[src/ubr_regs.svh]
`ifndef UBR_REGS_SVH
`define UBR_REGS_SVH

// register indices; byte address is four times the index
`define UBR_IDX_DATA      4'h0
`define UBR_IDX_ENABLES   4'h1
`define UBR_IDX_EVENT     4'h2
`define UBR_IDX_LINE      4'h3
`define UBR_IDX_MODEM     4'h4
`define UBR_IDX_LINK      4'h5
`define UBR_IDX_MODEM_ST  4'h6
`define UBR_IDX_SCR       4'h7
`define UBR_IDX_INT_STAT  4'h8
`define UBR_IDX_INT_MASK  4'h9

// bus geometry
`define UBR_ADDR_W        6

// field positions
`define UBR_BANK_EN_BIT   7
`define UBR_EXT_BIT       0
`define UBR_TOUT_BIT      0
`define UBR_EV_TOUT       0
`define UBR_EV_TXLOAD     1
`define UBR_EV_RXREAD     2
`define UBR_EV_W          3

// reset values
`define UBR_RST_BYTE      8'h00
`define UBR_RST_DIV       16'h0000
`define UBR_RST_EV        3'h0

// bus responses
`define UBR_RESP_OKAY     2'h0
`define UBR_RESP_SLVERR   2'h2

`endif

[src/ubr_pkg.sv]
package ubr_pkg;
  // active register bank, one-hot
  typedef enum logic [8:0] {
    UBR_BANK0     = 9'h001,
    UBR_BANK1     = 9'h002,
    UBR_BANK2     = 9'h004,
    UBR_BANK3     = 9'h008,
    UBR_BANK4     = 9'h010,
    UBR_BANK5     = 9'h020,
    UBR_BANK6     = 9'h040,
    UBR_BANK7     = 9'h080,
    UBR_BANK_NONE = 9'h100
  } ubr_bank_t;
endpackage : ubr_pkg

[src/ubr_top.sv]
// The implementer's own choice: the AXI4-Lite slave port.
`timescale 1ns/1ns
`include "ubr_regs.svh"
module ubr_top #(
  parameter bit       IR_CAPABLE = 1'b1,
  parameter bit [7:0] MODULE_REV = 8'h5A  // value is arbitrary
) (
  // clock and reset
  input  wire logic                   aclk,
  input  wire logic                   aresetn,
  // axi4-lite write address
  input  wire logic [`UBR_ADDR_W-1:0] s_axi_awaddr,
  input  wire logic                   s_axi_awvalid,
  output wire logic                   s_axi_awready,
  // axi4-lite write data
  input  wire logic [31:0]            s_axi_wdata,
  input  wire logic [3:0]             s_axi_wstrb,
  input  wire logic                   s_axi_wvalid,
  output wire logic                   s_axi_wready,
  // axi4-lite write response
  output logic [1:0]                  s_axi_bresp,
  output logic                        s_axi_bvalid,
  input  wire logic                   s_axi_bready,
  // axi4-lite read address
  input  wire logic [`UBR_ADDR_W-1:0] s_axi_araddr,
  input  wire logic                   s_axi_arvalid,
  output wire logic                   s_axi_arready,
  // axi4-lite read data
  output logic [31:0]                 s_axi_rdata,
  output logic [1:0]                  s_axi_rresp,
  output logic                        s_axi_rvalid,
  input  wire logic                   s_axi_rready,
  // receive and transmit data
  input  wire logic [7:0]             rx_data,
  output logic                        rx_read,
  output logic [7:0]                  tx_data,
  output logic                        tx_load,
  // status from the serial core
  input  wire logic [7:0]             event_identification,
  input  wire logic [7:0]             link_status,
  input  wire logic [7:0]             modem_line_status,
  input  wire logic                   rx_fifo_timeout,
  // control towards the serial core
  output logic [7:0]                  fifo_control,
  output logic                        fifo_control_load,
  output logic [7:0]                  line_control,
  output logic [7:0]                  interrupt_enables,
  output logic [7:0]                  modem_mode_control,
  output logic [15:0]                 legacy_divisor,
  output logic [15:0]                 divisor,
  output logic [7:0]                  extended_control_one,
  output logic [7:0]                  extended_control_two,
  output logic [7:0]                  tx_fifo_fill,
  output logic [7:0]                  rx_fifo_fill,
  output logic [7:0]                  scratch_byte,
  output ubr_pkg::ubr_bank_t          active_bank,
  // interrupt
  output wire logic                   irq
);
  import ubr_pkg::*;

  // register index from a byte address
  function automatic logic [3:0] idx_of(input logic [`UBR_ADDR_W-1:0] addr);
    idx_of = addr[5:2];
  endfunction : idx_of

  // index lies inside the map
  function automatic logic mapped(input logic [3:0] idx);
    mapped = (idx <= `UBR_IDX_INT_MASK);
  endfunction : mapped

  logic [3:0]           aw_idx;
  logic                 aw_held;
  logic [7:0]           w_byte;
  logic                 w_lane0;
  logic                 w_held;
  logic                 do_write;
  logic                 wr_en;
  logic                 rd_take;
  logic [3:0]           ar_idx;
  logic                 extended;
  logic                 rx_fifo_timeout_flag;
  logic [`UBR_EV_W-1:0] int_status;
  logic [`UBR_EV_W-1:0] int_mask;
  logic [`UBR_EV_W-1:0] next_int_status;
  logic                 next_timeout_flag;
  logic [7:0]           read_byte;
  logic                 wr_b0;
  logic                 wr_b1;
  logic                 wr_b2;
  logic                 wr_b3;
  logic                 tout_clear;

  // bank follows the line control/bank select byte
  ubr_bank_decode #(
    .IR_CAPABLE (IR_CAPABLE)
  ) u_bank_decode (
    .select_byte (line_control),
    .bank        (active_bank)
  );

  assign extended = extended_control_one[`UBR_EXT_BIT];

  // write channels accept independently while no response is pending
  assign s_axi_awready = !aw_held && !s_axi_bvalid;
  assign s_axi_wready  = !w_held && !s_axi_bvalid;
  assign do_write      = aw_held && w_held && !s_axi_bvalid;
  assign wr_en         = do_write && w_lane0 && mapped(aw_idx);

  // hold write address
  always_ff @(posedge aclk) begin
    if (!aresetn) begin
      aw_held <= 1'b0;
      aw_idx  <= 4'h0;
    end else if (s_axi_awvalid && s_axi_awready) begin
      aw_held <= 1'b1;
      aw_idx  <= idx_of(s_axi_awaddr);
    end else if (do_write) begin
      aw_held <= 1'b0;
    end
  end

  // hold write data, only the low lane carries a register byte
  always_ff @(posedge aclk) begin
    if (!aresetn) begin
      w_held  <= 1'b0;
      w_byte  <= 8'h00;
      w_lane0 <= 1'b0;
    end else if (s_axi_wvalid && s_axi_wready) begin
      w_held  <= 1'b1;
      w_byte  <= s_axi_wdata[7:0];
      w_lane0 <= s_axi_wstrb[0];
    end else if (do_write) begin
      w_held <= 1'b0;
    end
  end

  // write response
  always_ff @(posedge aclk) begin
    if (!aresetn) begin
      s_axi_bvalid <= 1'b0;
      s_axi_bresp  <= `UBR_RESP_OKAY;
    end else if (do_write) begin
      s_axi_bvalid <= 1'b1;
      s_axi_bresp  <= mapped(aw_idx) ? `UBR_RESP_OKAY : `UBR_RESP_SLVERR;
    end else if (s_axi_bready) begin
      s_axi_bvalid <= 1'b0;
    end
  end

  // per-bank write strobes at shared offsets
  assign wr_b0 = wr_en && (active_bank == UBR_BANK0);
  assign wr_b1 = wr_en && (active_bank == UBR_BANK1);
  assign wr_b2 = wr_en && (active_bank == UBR_BANK2);
  assign wr_b3 = wr_en && (active_bank == UBR_BANK3);

  // line control/bank select sits at offset 3 in every bank
  always_ff @(posedge aclk) begin
    if (!aresetn) begin
      line_control <= `UBR_RST_BYTE;
    end else if (wr_en && aw_idx == `UBR_IDX_LINE) begin
      line_control <= w_byte;
    end
  end

  // transmit byte and its load strobe
  always_ff @(posedge aclk) begin
    if (!aresetn) begin
      tx_data <= `UBR_RST_BYTE;
      tx_load <= 1'b0;
    end else begin
      tx_load <= wr_b0 && aw_idx == `UBR_IDX_DATA;
      if (wr_b0 && aw_idx == `UBR_IDX_DATA) begin
        tx_data <= w_byte;
      end
    end
  end

  // fifo control, write-only in bank 0, mirrored in bank 3
  always_ff @(posedge aclk) begin
    if (!aresetn) begin
      fifo_control      <= `UBR_RST_BYTE;
      fifo_control_load <= 1'b0;
    end else begin
      fifo_control_load <= wr_b0 && aw_idx == `UBR_IDX_EVENT;
      if (wr_b0 && aw_idx == `UBR_IDX_EVENT) begin
        fifo_control <= w_byte;
      end
    end
  end

  // bank 0 read/write controls
  always_ff @(posedge aclk) begin
    if (!aresetn) begin
      interrupt_enables  <= `UBR_RST_BYTE;
      modem_mode_control <= `UBR_RST_BYTE;
      scratch_byte       <= `UBR_RST_BYTE;
    end else begin
      if (wr_b0 && aw_idx == `UBR_IDX_ENABLES) begin
        interrupt_enables <= w_byte;
      end
      if (wr_b0 && aw_idx == `UBR_IDX_MODEM) begin
        modem_mode_control <= w_byte;
      end
      if (wr_b0 && aw_idx == `UBR_IDX_SCR && !extended) begin
        scratch_byte <= w_byte;
      end
    end
  end

  // legacy divisor in bank 1
  always_ff @(posedge aclk) begin
    if (!aresetn) begin
      legacy_divisor <= `UBR_RST_DIV;
    end else begin
      if (wr_b1 && aw_idx == `UBR_IDX_DATA) begin
        legacy_divisor[7:0] <= w_byte;
      end
      if (wr_b1 && aw_idx == `UBR_IDX_ENABLES) begin
        legacy_divisor[15:8] <= w_byte;
      end
    end
  end

  // second divisor and extended controls in bank 2
  always_ff @(posedge aclk) begin
    if (!aresetn) begin
      divisor              <= `UBR_RST_DIV;
      extended_control_one <= `UBR_RST_BYTE;
      extended_control_two <= `UBR_RST_BYTE;
      tx_fifo_fill         <= `UBR_RST_BYTE;
      rx_fifo_fill         <= `UBR_RST_BYTE;
    end else if (wr_b2) begin
      case (aw_idx)
        `UBR_IDX_DATA: divisor[7:0]         <= w_byte;
        `UBR_IDX_ENABLES:  divisor[15:8]        <= w_byte;
        `UBR_IDX_EVENT:    extended_control_one <= w_byte;
        `UBR_IDX_MODEM:    extended_control_two <= w_byte;
        `UBR_IDX_MODEM_ST: tx_fifo_fill         <= w_byte;
        `UBR_IDX_SCR:  rx_fifo_fill         <= w_byte;
        default:       ;
      endcase
    end
  end

  // timeout flag: set by the core, write one clears, set wins
  assign tout_clear = wr_b0 && aw_idx == `UBR_IDX_SCR && extended && w_byte[`UBR_TOUT_BIT];

  always_comb begin
    next_timeout_flag = rx_fifo_timeout_flag;
    if (tout_clear) begin
      next_timeout_flag = 1'b0;
    end
    if (rx_fifo_timeout) begin
      next_timeout_flag = 1'b1;
    end
  end

  always_ff @(posedge aclk) begin
    if (!aresetn) begin
      rx_fifo_timeout_flag <= 1'b0;
    end else begin
      rx_fifo_timeout_flag <= next_timeout_flag;
    end
  end

  // sticky interrupt status, write one clears, set wins
  always_comb begin
    next_int_status = int_status;
    if (wr_en && aw_idx == `UBR_IDX_INT_STAT) begin
      next_int_status = int_status & ~w_byte[`UBR_EV_W-1:0];
    end
    next_int_status[`UBR_EV_TOUT]   = next_int_status[`UBR_EV_TOUT] | rx_fifo_timeout;
    next_int_status[`UBR_EV_TXLOAD] = next_int_status[`UBR_EV_TXLOAD] | tx_load;
    next_int_status[`UBR_EV_RXREAD] = next_int_status[`UBR_EV_RXREAD] | rx_read;
  end

  // interrupt status and mask
  always_ff @(posedge aclk) begin
    if (!aresetn) begin
      int_status <= `UBR_RST_EV;
      int_mask   <= `UBR_RST_EV;
    end else begin
      int_status <= next_int_status;
      if (wr_en && aw_idx == `UBR_IDX_INT_MASK) begin
        int_mask <= w_byte[`UBR_EV_W-1:0];
      end
    end
  end

  assign irq = |(int_status & int_mask);

  // read channel accepts one request while no data is pending
  assign s_axi_arready = !s_axi_rvalid;
  assign rd_take       = s_axi_arvalid && s_axi_arready;
  assign ar_idx        = idx_of(s_axi_araddr);

  // read multiplexer over the active bank
  always_comb begin
    read_byte = 8'h00;
    if (ar_idx == `UBR_IDX_LINE) begin
      read_byte = line_control;
    end else if (ar_idx == `UBR_IDX_INT_STAT) begin
      read_byte = {5'h00, int_status};
    end else if (ar_idx == `UBR_IDX_INT_MASK) begin
      read_byte = {5'h00, int_mask};
    end else begin
      case (active_bank)
        UBR_BANK0: begin
          case (ar_idx)
            `UBR_IDX_DATA: read_byte = rx_data;
            `UBR_IDX_ENABLES:  read_byte = interrupt_enables;
            `UBR_IDX_EVENT:    read_byte = event_identification;
            `UBR_IDX_MODEM:    read_byte = modem_mode_control;
            `UBR_IDX_LINK:     read_byte = link_status;
            `UBR_IDX_MODEM_ST: read_byte = modem_line_status;
            `UBR_IDX_SCR:  read_byte = extended ? {7'h00, rx_fifo_timeout_flag}
                                                : scratch_byte;
            default:       read_byte = 8'h00;
          endcase
        end
        UBR_BANK1: begin
          case (ar_idx)
            `UBR_IDX_DATA: read_byte = legacy_divisor[7:0];
            `UBR_IDX_ENABLES: read_byte = legacy_divisor[15:8];
            default:       read_byte = 8'h00;
          endcase
        end
        UBR_BANK2: begin
          case (ar_idx)
            `UBR_IDX_DATA: read_byte = divisor[7:0];
            `UBR_IDX_ENABLES:  read_byte = divisor[15:8];
            `UBR_IDX_EVENT:    read_byte = extended_control_one;
            `UBR_IDX_MODEM:    read_byte = extended_control_two;
            `UBR_IDX_MODEM_ST: read_byte = tx_fifo_fill;
            `UBR_IDX_SCR:  read_byte = rx_fifo_fill;
            default:       read_byte = 8'h00;
          endcase
        end
        UBR_BANK3: begin
          case (ar_idx)
            `UBR_IDX_DATA: read_byte = MODULE_REV;
            `UBR_IDX_ENABLES: read_byte = line_control;
            `UBR_IDX_EVENT:   read_byte = fifo_control;
            default:       read_byte = 8'h00;
          endcase
        end
        default: read_byte = 8'h00;
      endcase
    end
  end

  // read data, response and receive-read strobe
  always_ff @(posedge aclk) begin
    if (!aresetn) begin
      s_axi_rvalid <= 1'b0;
      s_axi_rdata  <= 32'h00000000;
      s_axi_rresp  <= `UBR_RESP_OKAY;
      rx_read      <= 1'b0;
    end else begin
      rx_read <= rd_take && ar_idx == `UBR_IDX_DATA && active_bank == UBR_BANK0;
      if (rd_take) begin
        s_axi_rvalid <= 1'b1;
        s_axi_rdata  <= {24'h000000, read_byte};
        s_axi_rresp  <= mapped(ar_idx) ? `UBR_RESP_OKAY : `UBR_RESP_SLVERR;
      end else if (s_axi_rready) begin
        s_axi_rvalid <= 1'b0;
      end
    end
  end

  // bank decoding of unlisted patterns leaves only offsets 3, 8 and 9 live
  // banks 4-7 exist for decoding only; their registers read zero
endmodule : ubr_top

[src/ubr_bank_decode.sv]
`timescale 1ns/1ns
module ubr_bank_decode #(
  parameter bit IR_CAPABLE = 1'b1
) (
  // select byte in
  input  wire logic [7:0]        select_byte,
  // decoded bank out
  output ubr_pkg::ubr_bank_t     bank
);
  import ubr_pkg::*;

  ubr_bank_t raw_bank;

  // map the select byte onto a bank
  always_comb begin
    raw_bank = UBR_BANK_NONE;
    if (!select_byte[7]) begin
      raw_bank = UBR_BANK0;
    end else if (!select_byte[6] || select_byte[1] || select_byte[0]) begin
      raw_bank = UBR_BANK1;
    end else begin
      case (select_byte[5:0])
        6'h20:   raw_bank = UBR_BANK2;
        6'h24:   raw_bank = UBR_BANK3;
        6'h28:   raw_bank = UBR_BANK4;
        6'h2C:   raw_bank = UBR_BANK5;
        6'h30:   raw_bank = UBR_BANK6;
        6'h34:   raw_bank = UBR_BANK7;
        default: raw_bank = UBR_BANK_NONE;
      endcase
    end
  end

  // infrared banks vanish on a port without infrared
  always_comb begin
    bank = raw_bank;
    if (!IR_CAPABLE && (raw_bank == UBR_BANK4 || raw_bank == UBR_BANK5 ||
                        raw_bank == UBR_BANK6 || raw_bank == UBR_BANK7)) begin
      bank = UBR_BANK_NONE;
    end
  end
endmodule : ubr_bank_decode

[config.mk]
export PLATFORM = sky130hd
export DESIGN_NAME = ubr_top
export DESIGN_NICKNAME = d
export VERILOG_FILES = /design/src/ubr_pkg.sv /design/src/ubr_top.sv /design/src/ubr_bank_decode.sv
export VERILOG_INCLUDE_DIRS = /design/src
export SDC_FILE = /design/constraint.sdc
export NUM_CORES = 1
export LEC_CHECK = 0
export BUFFER_PORTS_ARGS = -buffer_cell sky130_fd_sc_hd__clkbuf_2
export CORE_MARGIN = 5
export CORE_UTILIZATION = 34
export CTS_BUF_LIST = sky130_fd_sc_hd__clkbuf_4 sky130_fd_sc_hd__clkbuf_8
export DETAILED_ROUTE_END_ITERATION = 6
export PLACE_DENSITY = 0.72
export SLEW_MARGIN = 20
export SYNTH_ARGS = -nofsm -noshare
export SYNTH_HDL_FRONTEND = slang
export SYNTH_SLANG_ARGS = --single-unit
export TNS_END_PERCENT = 50
[constraint.sdc]
create_clock -name aclk -period 1.7 [get_ports aclk]
set_input_delay 0.34 -clock aclk [delete_from_list [all_inputs] [get_ports aclk]]
set_output_delay 0.34 -clock aclk [all_outputs]
set_load 0.05 [all_outputs]
==> flow_summary.json, run 1 <==
{
  "cp-startpoint": "line_control[1]",
  "finalSetupViolations": 100,
  "reg2reg_depth": 10,
  "routed-via-count": 7825,
  "arrival_ns": 1.75,
  "gp_congestion": 0.975,
  "cap_violations": 0,
  "fill_cells": 1910,
  "p_leak_nw": 4.57,
  "clock_sinks": 149,
  "crit_required_ns": 1.36,
  "r2r_end": "rx_fifo_fill[2]",
  "grt_max_degree": 139,
  "grt_pass1_vias": 7325,
  "dieArea_mm2": 0.0244,
  "cts_buffer_depth": 2,
  "cts-buffers-inserted": 17,
  "mostFrequentLayoutCells": "clkbuf_2 (182), dfxtp_1 (136), buf_4 (128)",
  "skew_ns": 0.0185,
  "synth.distinct_cells": 70,
  "wl_per_cell_um": 20.6,
  "synthToLayoutAreaGrowth_pct": 49.8,
  "endpoint_kind": "output port",
  "die_x_um": 156,
  "dr.pass1.iters": 5,
  "die_h_um": 156,
  "fin_ws_ns": -0.385,
  "antenna_found_initial": 1,
  "hold_viol": 0,
  "fmax_ghz": 0.480,
  "dp_slack_ns": -0.584,
  "port_buffers": 196,
  "final_common_cell": "clkbuf_2",
  "outcome": "finished, violations left",
  "clk_pin_slew_ns": 0.09,
  "overflow": 0,
  "final_max_slew_viol_count": 0,
  "layout.nets": 1270,
  "synthCells": 866,
  "worstSetupStartpointType": "register",
  "tritoncts": "done",
  "worstReg2RegStart": "line_control[1]",
  "drtIter0Drc": 681,
  "ys_dominant_reg_cell": "dfxtp_1",
  "drive_gt1_share_pct": 45.0,
  "route.detailed.drc": 0,
  "yosysWarnings": 0,
  "cp_max_fo": 3,
  "io_pins": 254,
  "total_power_mw": 7.43,
  "peakVddDrop_uv": 734,
  "wl_um": 30300,
  "ys_seq_area_share_pct": 41.0,
  "critPathCapture": "active_bank[7]",
  "synth-edff-count": 0,
  "cts_root_buf": "clkbuf_8",
  "grt_first_pass_wirelength_um": 43700,
  "core_area_mm2": 0.0210,
  "ys_ff_latch": 149,
  "worstMarginPinSlew_ns": 0.705,
  "postRouteAntennaNets": 0,
  "start_util_pct": 34.6,
  "power.density_mw_per_mm2": 682,
  "async_flop_share_pct": 0,
  "viasPerCell": 5.32,
  "hold_path.class": "in2reg",
  "grt_usage_pct": 23.4,
  "finalCritPeriodShare_pct": 123,
  "syn_avg_cell_area_um2": 8.40,
  "rsz0062_at_grt": "true",
  "synth_area_mm2": 0.00727,
  "ctsHoldBuffers": 0,
  "core.rowCount": 53,
  "crit_type": "reg2out",
  "htree_levels": 4,
  "reg2reg_slack_ns": -0.28,
  "violations": "setup timing",
  "slew_headroom_pct": 53.0,
  "tns_ns": -12.34,
  "clk_latency_ns": 0.46,
  "hpwl_um": 22700,
  "finalCriticalPeriod_ns": 2.09
}
[power breakdown]
group          leakage, nW  switching [mW]  internal (mW)
clock                0.206            1.59           1.23
sequential            1.21          0.0475           3.51
combinational         3.15           0.691          0.354
total                 4.57            2.33           5.10
[sequential cells by signal, summed over array words and instances (netlist names), 3 cells and up]
name and count:
w_byte 8, aw_idx 4, extended_control_one 8, int_status 3, tx_data 8, int_mask 3
scratch_byte 8, divisor 16, extended_control_two 8, interrupt_enables 8, s_axi_rdata 8, rx_fifo_fill 8
tx_fifo_fill 8, modem_mode_control 8, fifo_control 8, line_control 8, legacy_divisor 16
[critical path: stages, from the launching register on]
cell and delay, ns:
dfxtp_4 0.35, and4bb_4 0.35, and3_4 0.20, buf_6 0.09, and3_4 0.18, buf_12 0.13
[metal layers]
layer / GRT usage, % / vias to the layer above / routed length [µm]
met5: 0 / - / 0
met4: 6.65 / 0 / 804
met2: 36.4 / 369 / 13800
li1: - / 3642 / -
met1: 32.2 / 3764 / 13100
met3: 6.11 / 50 / 2580
[metrics by stage]
stage	instances	util, %	instance area, µm²	hold WS (ns)
2_1_floorplan	891	-	7570	0.432
3_3_place_gp	1419	46.4	9750	0.446
3_5_place_dp	1419	46.4	9750	0.447
4_1_cts	1458	49.9	10500	0.0595
5_1_grt	1471	51.8	10900	0.0673
6_report	1471	51.8	10900	0.0982
[synth_stat cells, drive strengths merged, types with 13 or more instances]
| cell | number | area (µm²) |
|---|---|---|
| nand2 | 109 | 409 |
| clkbuf | 39 | 146 |
| buf | 46 | 299 |
| inv | 16 | 60.1 |
| a22oi | 13 | 97.6 |
| a21oi | 82 | 410 |
| mux2i | 86 | 861 |
| nor3 | 15 | 91.3 |
| dfxtp | 149 | 2980 |
| nor2 | 118 | 504 |
| o21ai | 51 | 255 |
| nand3 | 14 | 82.6 |
[timing repair]
| item | 4_1_cts | 5_1_grt |
|---|---|---|
| pin swaps | 19 | 33 |
| cloned | 0 | 0 |
| resized for setup | 83 | 84 |
| endpoints found under the setup margin | 110 | 138 |
| buffers inserted | 8 | 14 |
[area by class of cell]
class	instances	area, µm²	share of cell area, %
multi-input cells	640	4460	41.0
flip-flops and latches	149	3020	27.7
repair buffers	357	2580	23.7
well taps	275	344	3.16
clock buffers	17	234	2.15
clock inverters	15	166	1.53
inverters	17	85.1	0.781
diodes	1	2.50	0.0230
[worst min-delay path by stage]
stage                   start        end  slack, ns  cells after the start
4_1_cts        s_axi_wdata[2]  w_byte[2]       0.06                      3
5_1_grt        s_axi_wstrb[0]    w_lane0       0.07                      3
6_report       s_axi_wdata[6]  w_byte[6]        0.1                      3
3_5_place_dp        w_byte[7]  w_byte[7]       0.45                      2
2_1_floorplan         w_lane0    w_lane0       0.43                      2
3_3_place_gp        w_byte[7]  w_byte[7]       0.45                      2
[cells by family after synthesis]
family / share of synthesized area [%]
DFF: 41.0
other: 0.0516
muxes: 13.7
AOI/OAI and AO/OA: 18.3
buffers and inverters: 7.00
and+or+nand+nor: 19.9
Note: power is estimated with default switching activity, not from simulation.
==> inputs of run 2 (changes only) <==
--- a/config.mk
+++ b/config.mk
@@ -6,6 +6,7 @@
 export SDC_FILE = /design/constraint.sdc
 export NUM_CORES = 1
 export LEC_CHECK = 0
+export ABC_AREA = 1
 export BUFFER_PORTS_ARGS = -buffer_cell sky130_fd_sc_hd__clkbuf_2
 export CORE_MARGIN = 5
 export CORE_UTILIZATION = 34
==> run 2 against run 1 <==
Largest cell class unchanged; the flow still finishes with violations (setup timing); area after synthesis is 0.38% lower; clock skew shrank 0.0049 ns; clock-buffer cell count increased by 3; via count is 7.0% higher; cell count up 11%; critical path type unchanged; synthesized cell count rose by 21%.
==> flow_summary.json, run 2 <==
{
  "outcome": "finished, violations left",
  "violations": "setup timing",
  "drtIter0Drc": 775,
  "endpoint_kind": "output port",
  "viasPerCell": 5.13,
  "clk_latency_ns": 0.46,
  "slew_headroom_pct": 48.6,
  "crit_chain": "inv_2 -> a21oi_2 -> nand3_1 -> nor4_4 -> buf_12",
  "cp_max_fo": 4,
  "dieArea_mm2": 0.0243,
  "synthCells": 1044,
  "cts_root_buf": "clkbuf_8",
  "skew_ns": 0.0136,
  "final_cells": 1634,
  "grt_pass1_vias": 7906,
  "arrival_ns": 1.76,
  "total_power_mw": 7.38,
  "worstSetupStartpointType": "register",
  "synth_area_mm2": 0.00724,
  "clock_sinks": 149,
  "antenna_found_initial": 0,
  "placed_cells": 1576,
  "start_util_pct": 34.5,
  "synth_commonest_cells": "nand2_1 (207), a21oi_1 (152), dfxtp_1 (149)",
  "grt_usage_pct": 24.3,
  "p_sw_mw": 2.30,
  "synthToLayoutAreaGrowth_pct": 47.0,
  "tritoncts": "done",
  "finalCritPeriodShare_pct": 123,
  "hold_path.class": "in2reg",
  "gp_congestion": 0.958,
  "layout.nets": 1434,
  "hold_viol": 0,
  "route.detailed.drc": 0,
  "clockPowerShare_pct": 35.9,
  "p_int_mw": 5.08,
  "worstMarginPinSlew_ns": 0.771,
  "ys_seq_area_share_pct": 41.2,
  "core_area_mm2": 0.0210,
  "crit_type": "reg2out",
  "clk_pin_slew_ns": 0.08,
  "final_max_slew_viol_count": 0,
  "die_x_um": 156,
  "p_comb_share_pct": 15.9,
  "htree_levels": 4,
  "port_buffers": 196,
  "overflow": 0,
  "syn_avg_cell_area_um2": 6.94,
  "reg_top3": "divisor: 16 flops, legacy_divisor: 16 flops",
  "cts_buffer_depth": 2,
  "tns_ns": -14.85,
  "cts-buffers-inserted": 17,
  "fmax_ghz": 0.477,
  "fin_ws_ns": -0.397,
  "synth_top_area_cell": "dfxtp_1",
  "die_h_um": 156,
  "power.share.sequential_pct": 48.3,
  "placed_area_mm2": 0.00931,
  "postRouteAntennaNets": 0,
  "yosysMostFrequentCell": "nand2_1",
  "ys_ff_latch": 149,
  "wl_um": 30600,
  "io_pins": 254,
  "synth.distinct_cells": 36,
  "cp_slowest_cell": "dfxtp_4",
  "final_common_cell": "nand2_1",
  "yosysWarnings": 0,
  "dr.pass1.iters": 5,
  "peakVddDrop_uv": 457,
  "power.density_mw_per_mm2": 693,
  "synth.area.top_cells": "dfxtp_1 (41%), nand2_1 (11%), a21oi_1 (11%)",
  "routed-via-count": 8376,
  "yosysTopAreaCellShare_pct": 41.2,
  "ys_dominant_reg_cell": "dfxtp_1",
  "antenna_cells": 0,
  "fill_cells": 1972,
  "p_leak_nw": 4.51,
  "finalCriticalPeriod_ns": 2.10,
  "mostFrequentLayoutCells": "nand2_1 (193), clkbuf_2 (184), dfxtp_1 (137)",
  "cap_violations": 0,
  "crit_required_ns": 1.36,
  "synth-edff-count": 0,
  "switching_share_pct": 31.1,
  "grt_first_pass_wirelength_um": 45500,
  "final_area_mm2": 0.0107,
  "cpPeakStageDelay_ns": 0.36,
  "core.rowCount": 53,
  "finalSetupViolations": 64,
  "rsz0062_at_grt": "true",
  "dp_slack_ns": -0.351,
  "hpwl_um": 22000,
  "grt_max_degree": 52,
  "wl_per_cell_um": 18.8,
  "drive_gt1_share_pct": 38.1,
  "async_flop_share_pct": 0
}
==> run 2: cell types whose count changed in the layout (fill, tap and decap cells not counted), sizes merged, moves of 13 or more <==
cell	change
nand3	+59
nand2	+114
o21ai	+74
mux2i	-86
a21oi	+71
buf	-29
a22oi	-13
inv	+118
nor2	-48
==> run 2: per-stage QoR <==
stage	hold WS, ns	utilization [%]
4_1_cts	0.0932	49.1
3_5_place_dp	0.449	44.3
3_3_place_gp	0.446	44.3
5_1_grt	0.123	50.7
6_report	0.116	50.7
2_1_floorplan	0.437	-
==> run 2: logic make-up after synthesis <==
kind of cell	synth area share (%)
and+or+nand+nor	23.7
AOI/OAI and AO/OA	21.3
buffers and inverters	13.8
DFF	41.2
other	0.0518
==> run 2: final cells by class <==
class                      count  area [µm²]  area share, %
timing repair buffer         331        2400           22.6
multi-input combinational    709        3990           37.4
sequential                   149        3020           28.3
tap                          275         344           3.23
inverter                     138         537           5.04
clock inverter                12         108           1.01
clock buffer                  20         256           2.41
==> run 2: timing repair <==
action / in CTS / in global routing
buffers inserted: 18 / 5
gates resized for setup: 109 / 96
setup endpoints to repair: 84 / 118
gates cloned: 8 / 0
hold buffers: 0 / 0
hold endpoints to repair: 0 / 0
pin swaps: 22 / 31
==> run 2: worst paths after layout <==
kind / start / end / slack (ns) / cells after the start
worst max-delay path: line_control[5] / active_bank[7] / -0.40 / 5
worst min-delay path: s_axi_bready / s_axi_bvalid / 0.12 / 4
worst max register to register: line_control[0] / divisor[1] / -0.31 / 12
worst min register to register: scratch_byte[0] / scratch_byte[0] / 0.46 / 2
==> run 2: worst max-delay path: cells and delay by family (launching register included) <==
kind                   cells  cell delay [ns]
AO/OA/AOI/OAI              1             0.21
buffers and inverters      2             0.25
flip-flops                 1             0.36
AND/OR/NAND/NOR            2             0.48
==> run 2: per-layer routing <==
metal / track usage (%) / vias up / wire length [µm] / share of wire, %
li1: - / 3973 / - / -
met5: 0 / - / 0 / 0
met2: 38.5 / 456 / 13900 / 45
met1: 30.8 / 3850 / 12000 / 39
met3: 6.88 / 97 / 3280 / 11
met4: 11.0 / 0 / 1420 / 4.6
==> run 2: power groups by stage <==
stage	combinational, mW	sequential [mW]	clock (mW)
2_1_floorplan	0.570	3.70	0
3_3_place_gp	1.03	3.64	0
3_5_place_dp	1.04	3.64	0
4_1_cts	1.10	3.56	2.66
5_1_grt	1.24	3.57	2.81
6_report	1.17	3.56	2.65
==> inputs of run 3 (changes only) <==
--- a/config.mk
+++ b/config.mk
@@ -9,10 +9,10 @@
 export ABC_AREA = 1
 export BUFFER_PORTS_ARGS = -buffer_cell sky130_fd_sc_hd__clkbuf_2
 export CORE_MARGIN = 5
-export CORE_UTILIZATION = 34
+export CORE_UTILIZATION = 47
 export CTS_BUF_LIST = sky130_fd_sc_hd__clkbuf_4 sky130_fd_sc_hd__clkbuf_8
 export DETAILED_ROUTE_END_ITERATION = 6
-export PLACE_DENSITY = 0.72
+export PLACE_DENSITY = 0.91
 export SLEW_MARGIN = 20
 export SYNTH_ARGS = -nofsm -noshare
 export SYNTH_HDL_FRONTEND = slang
==> run 3 against run 2 <==
The flow still finishes with violations (setup timing); sequential share of layout area grew 0.58 points; combinational power shrank 3%; first-iteration DRC count rose by 57%; clock skew is 0.0020 ns higher; hold slack gained 0.0024 ns; critical path depth up 1; die area fell by 26%; design area is 2.1% lower; total power up 4.3%; critical path type unchanged.
==> flow_summary.json, run 3 (same netlist as run 2, synthesis figures left out) <==
{
  "cp_slowest_cell": "dfxtp_4",
  "rsz0062_at_grt": "true",
  "endpoint_kind": "output port",
  "wl_per_cell_um": 20.3,
  "reg_top3": "divisor: 16 flops, legacy_divisor: 16 flops",
  "finalCritPeriodShare_pct": 125,
  "viasPerCell": 5.84,
  "grt_usage_pct": 31.3,
  "cap_violations": 0,
  "hold_ws_ns": 0.118,
  "clk_latency_ns": 0.48,
  "layout.nets": 1427,
  "critPathMostFrequentCell": "nor2_4",
  "slew_headroom_pct": 60.2,
  "finalSetupViolations": 68,
  "peakVddDrop_uv": 554,
  "grt_first_pass_wirelength_um": 44000,
  "crit_required_ns": 1.36,
  "core_area_mm2": 0.0151,
  "finalCriticalPeriod_ns": 2.13,
  "p_leak_nw": 4.55,
  "violations": "setup timing",
  "worstSetupStartpointType": "register",
  "gp_congestion": 1.02,
  "outcome": "finished, violations left",
  "hpwl_um": 20000,
  "mostFrequentLayoutCells": "nand2_1 (202), clkbuf_2 (185), dfxtp_1 (137)",
  "dieArea_mm2": 0.0180,
  "drive_gt1_share_pct": 36.8,
  "die_h_um": 134,
  "final_max_slew_viol_count": 0,
  "synthToLayoutAreaGrowth_pct": 44.0,
  "clk_pin_slew_ns": 0.08,
  "die_x_um": 134,
  "antenna_cells": 0,
  "placed_cells": 1468,
  "dr.pass1.iters": 7,
  "cts_buffer_depth": 2,
  "hold_path.class": "in2reg",
  "crit_type": "reg2out",
  "cp_max_fo": 3,
  "fin_ws_ns": -0.431,
  "hold_viol": 0,
  "tns_ns": -17.39,
  "worstMarginPinSlew_ns": 0.598,
  "power.density_mw_per_mm2": 738,
  "final_common_cell": "nand2_1",
  "clock_sinks": 149,
  "cts_root_buf": "clkbuf_8",
  "dp_slack_ns": -0.313,
  "postRouteAntennaNets": 0,
  "arrival_ns": 1.79,
  "tritoncts": "done",
  "io_pins": 254,
  "cpPeakStageDelay_ns": 0.36,
  "total_power_mw": 7.70,
  "overflow": 0,
  "final_cells": 1538,
  "cts-buffers-inserted": 17,
  "antenna_found_initial": 0,
  "route.detailed.drc": 0,
  "routed-via-count": 8977,
  "grt_max_degree": 54,
  "htree_levels": 4,
  "reg2reg_slack_ns": -0.40,
  "core.rowCount": 45,
  "drtIter0Drc": 1213,
  "skew_ns": 0.0155,
  "ctsHoldBuffers": 0,
  "crit_chain": "nor2_4 -> buf_4 -> nor3b_4 -> nand2_2 -> nor2_4 -> buf_12",
  "grt_pass1_vias": 8400,
  "fmax_ghz": 0.469,
  "start_util_pct": 47.8,
  "wl_um": 31200,
  "port_buffers": 196
}
[run 3: cell count changes in the layout (fill, tap and decap cells not counted), sizes merged]
cell / previous run / this run
bufinv: 1 / 4
nand3: 73 / 74
clkinv: 7 / 6
inv: 138 / 136
bufbuf: 0 / 1
clkinvlp: 4 / 3
buf: 145 / 135
[run 3: path summary, 6_finish.rpt]
kind         cells past startpoint       startpoint             end
max                              6  line_control[0]  active_bank[2]
min                              4     s_axi_bready    s_axi_bvalid
max reg2reg                     11  line_control[0]     divisor[12]
min reg2reg                      2          rx_read   int_status[2]
[run 3: layout make-up]
type	count	area (µm²)
fill	1138	4720
inverter	138	534
timing repair buffer	323	2270
clock buffer	19	255
sequential	149	3010
multi-input combinational	710	3960
tap	188	235
clock inverter	11	160
[run 3: what timing repair did]
action                                  in CTS  in global routing
buffers inserted                            21                 10
endpoints found under the hold margin        0                  0
pin swaps                                   11                 22
resized for setup                           59                120
cloned                                       6                  3
endpoints found under the setup margin      87                119
[run 3: stage by stage]
| step | util (%) | area (µm²) |
|---|---|---|
| 2_1_floorplan | - | 7500 |
| 3_3_place_gp | 59.6 | 9030 |
| 3_5_place_dp | 59.6 | 9030 |
| 4_1_cts | 65.8 | 9960 |
| 5_1_grt | 68.9 | 10400 |
| 6_report | 68.9 | 10400 |
[run 3: power breakdown]
part	total (mW)	leakage (nW)	switching, mW	internal (mW)
sequential	3.58	1.21	0.0442	3.53
clock	2.99	0.210	1.37	1.62
combinational	1.13	3.12	0.815	0.318
[run 3: worst max-delay path: cells and delay by family, from the launching register on]
family                 cells  cell delay, ns
flip-flops                 1            0.36
buffers and inverters      2            0.28
AND/OR/NAND/NOR            4            0.67
[run 3: per-layer routing]
metal  global-route usage [%]  vias to the layer above  share of wire [%]
li1                         -                     3957                  -
met2                     52.1                      760                 48
met1                     36.1                     4052                 33
met4                     18.4                        0                7.0
met3                     8.55                      208                 12
met5                        0                        -                  0
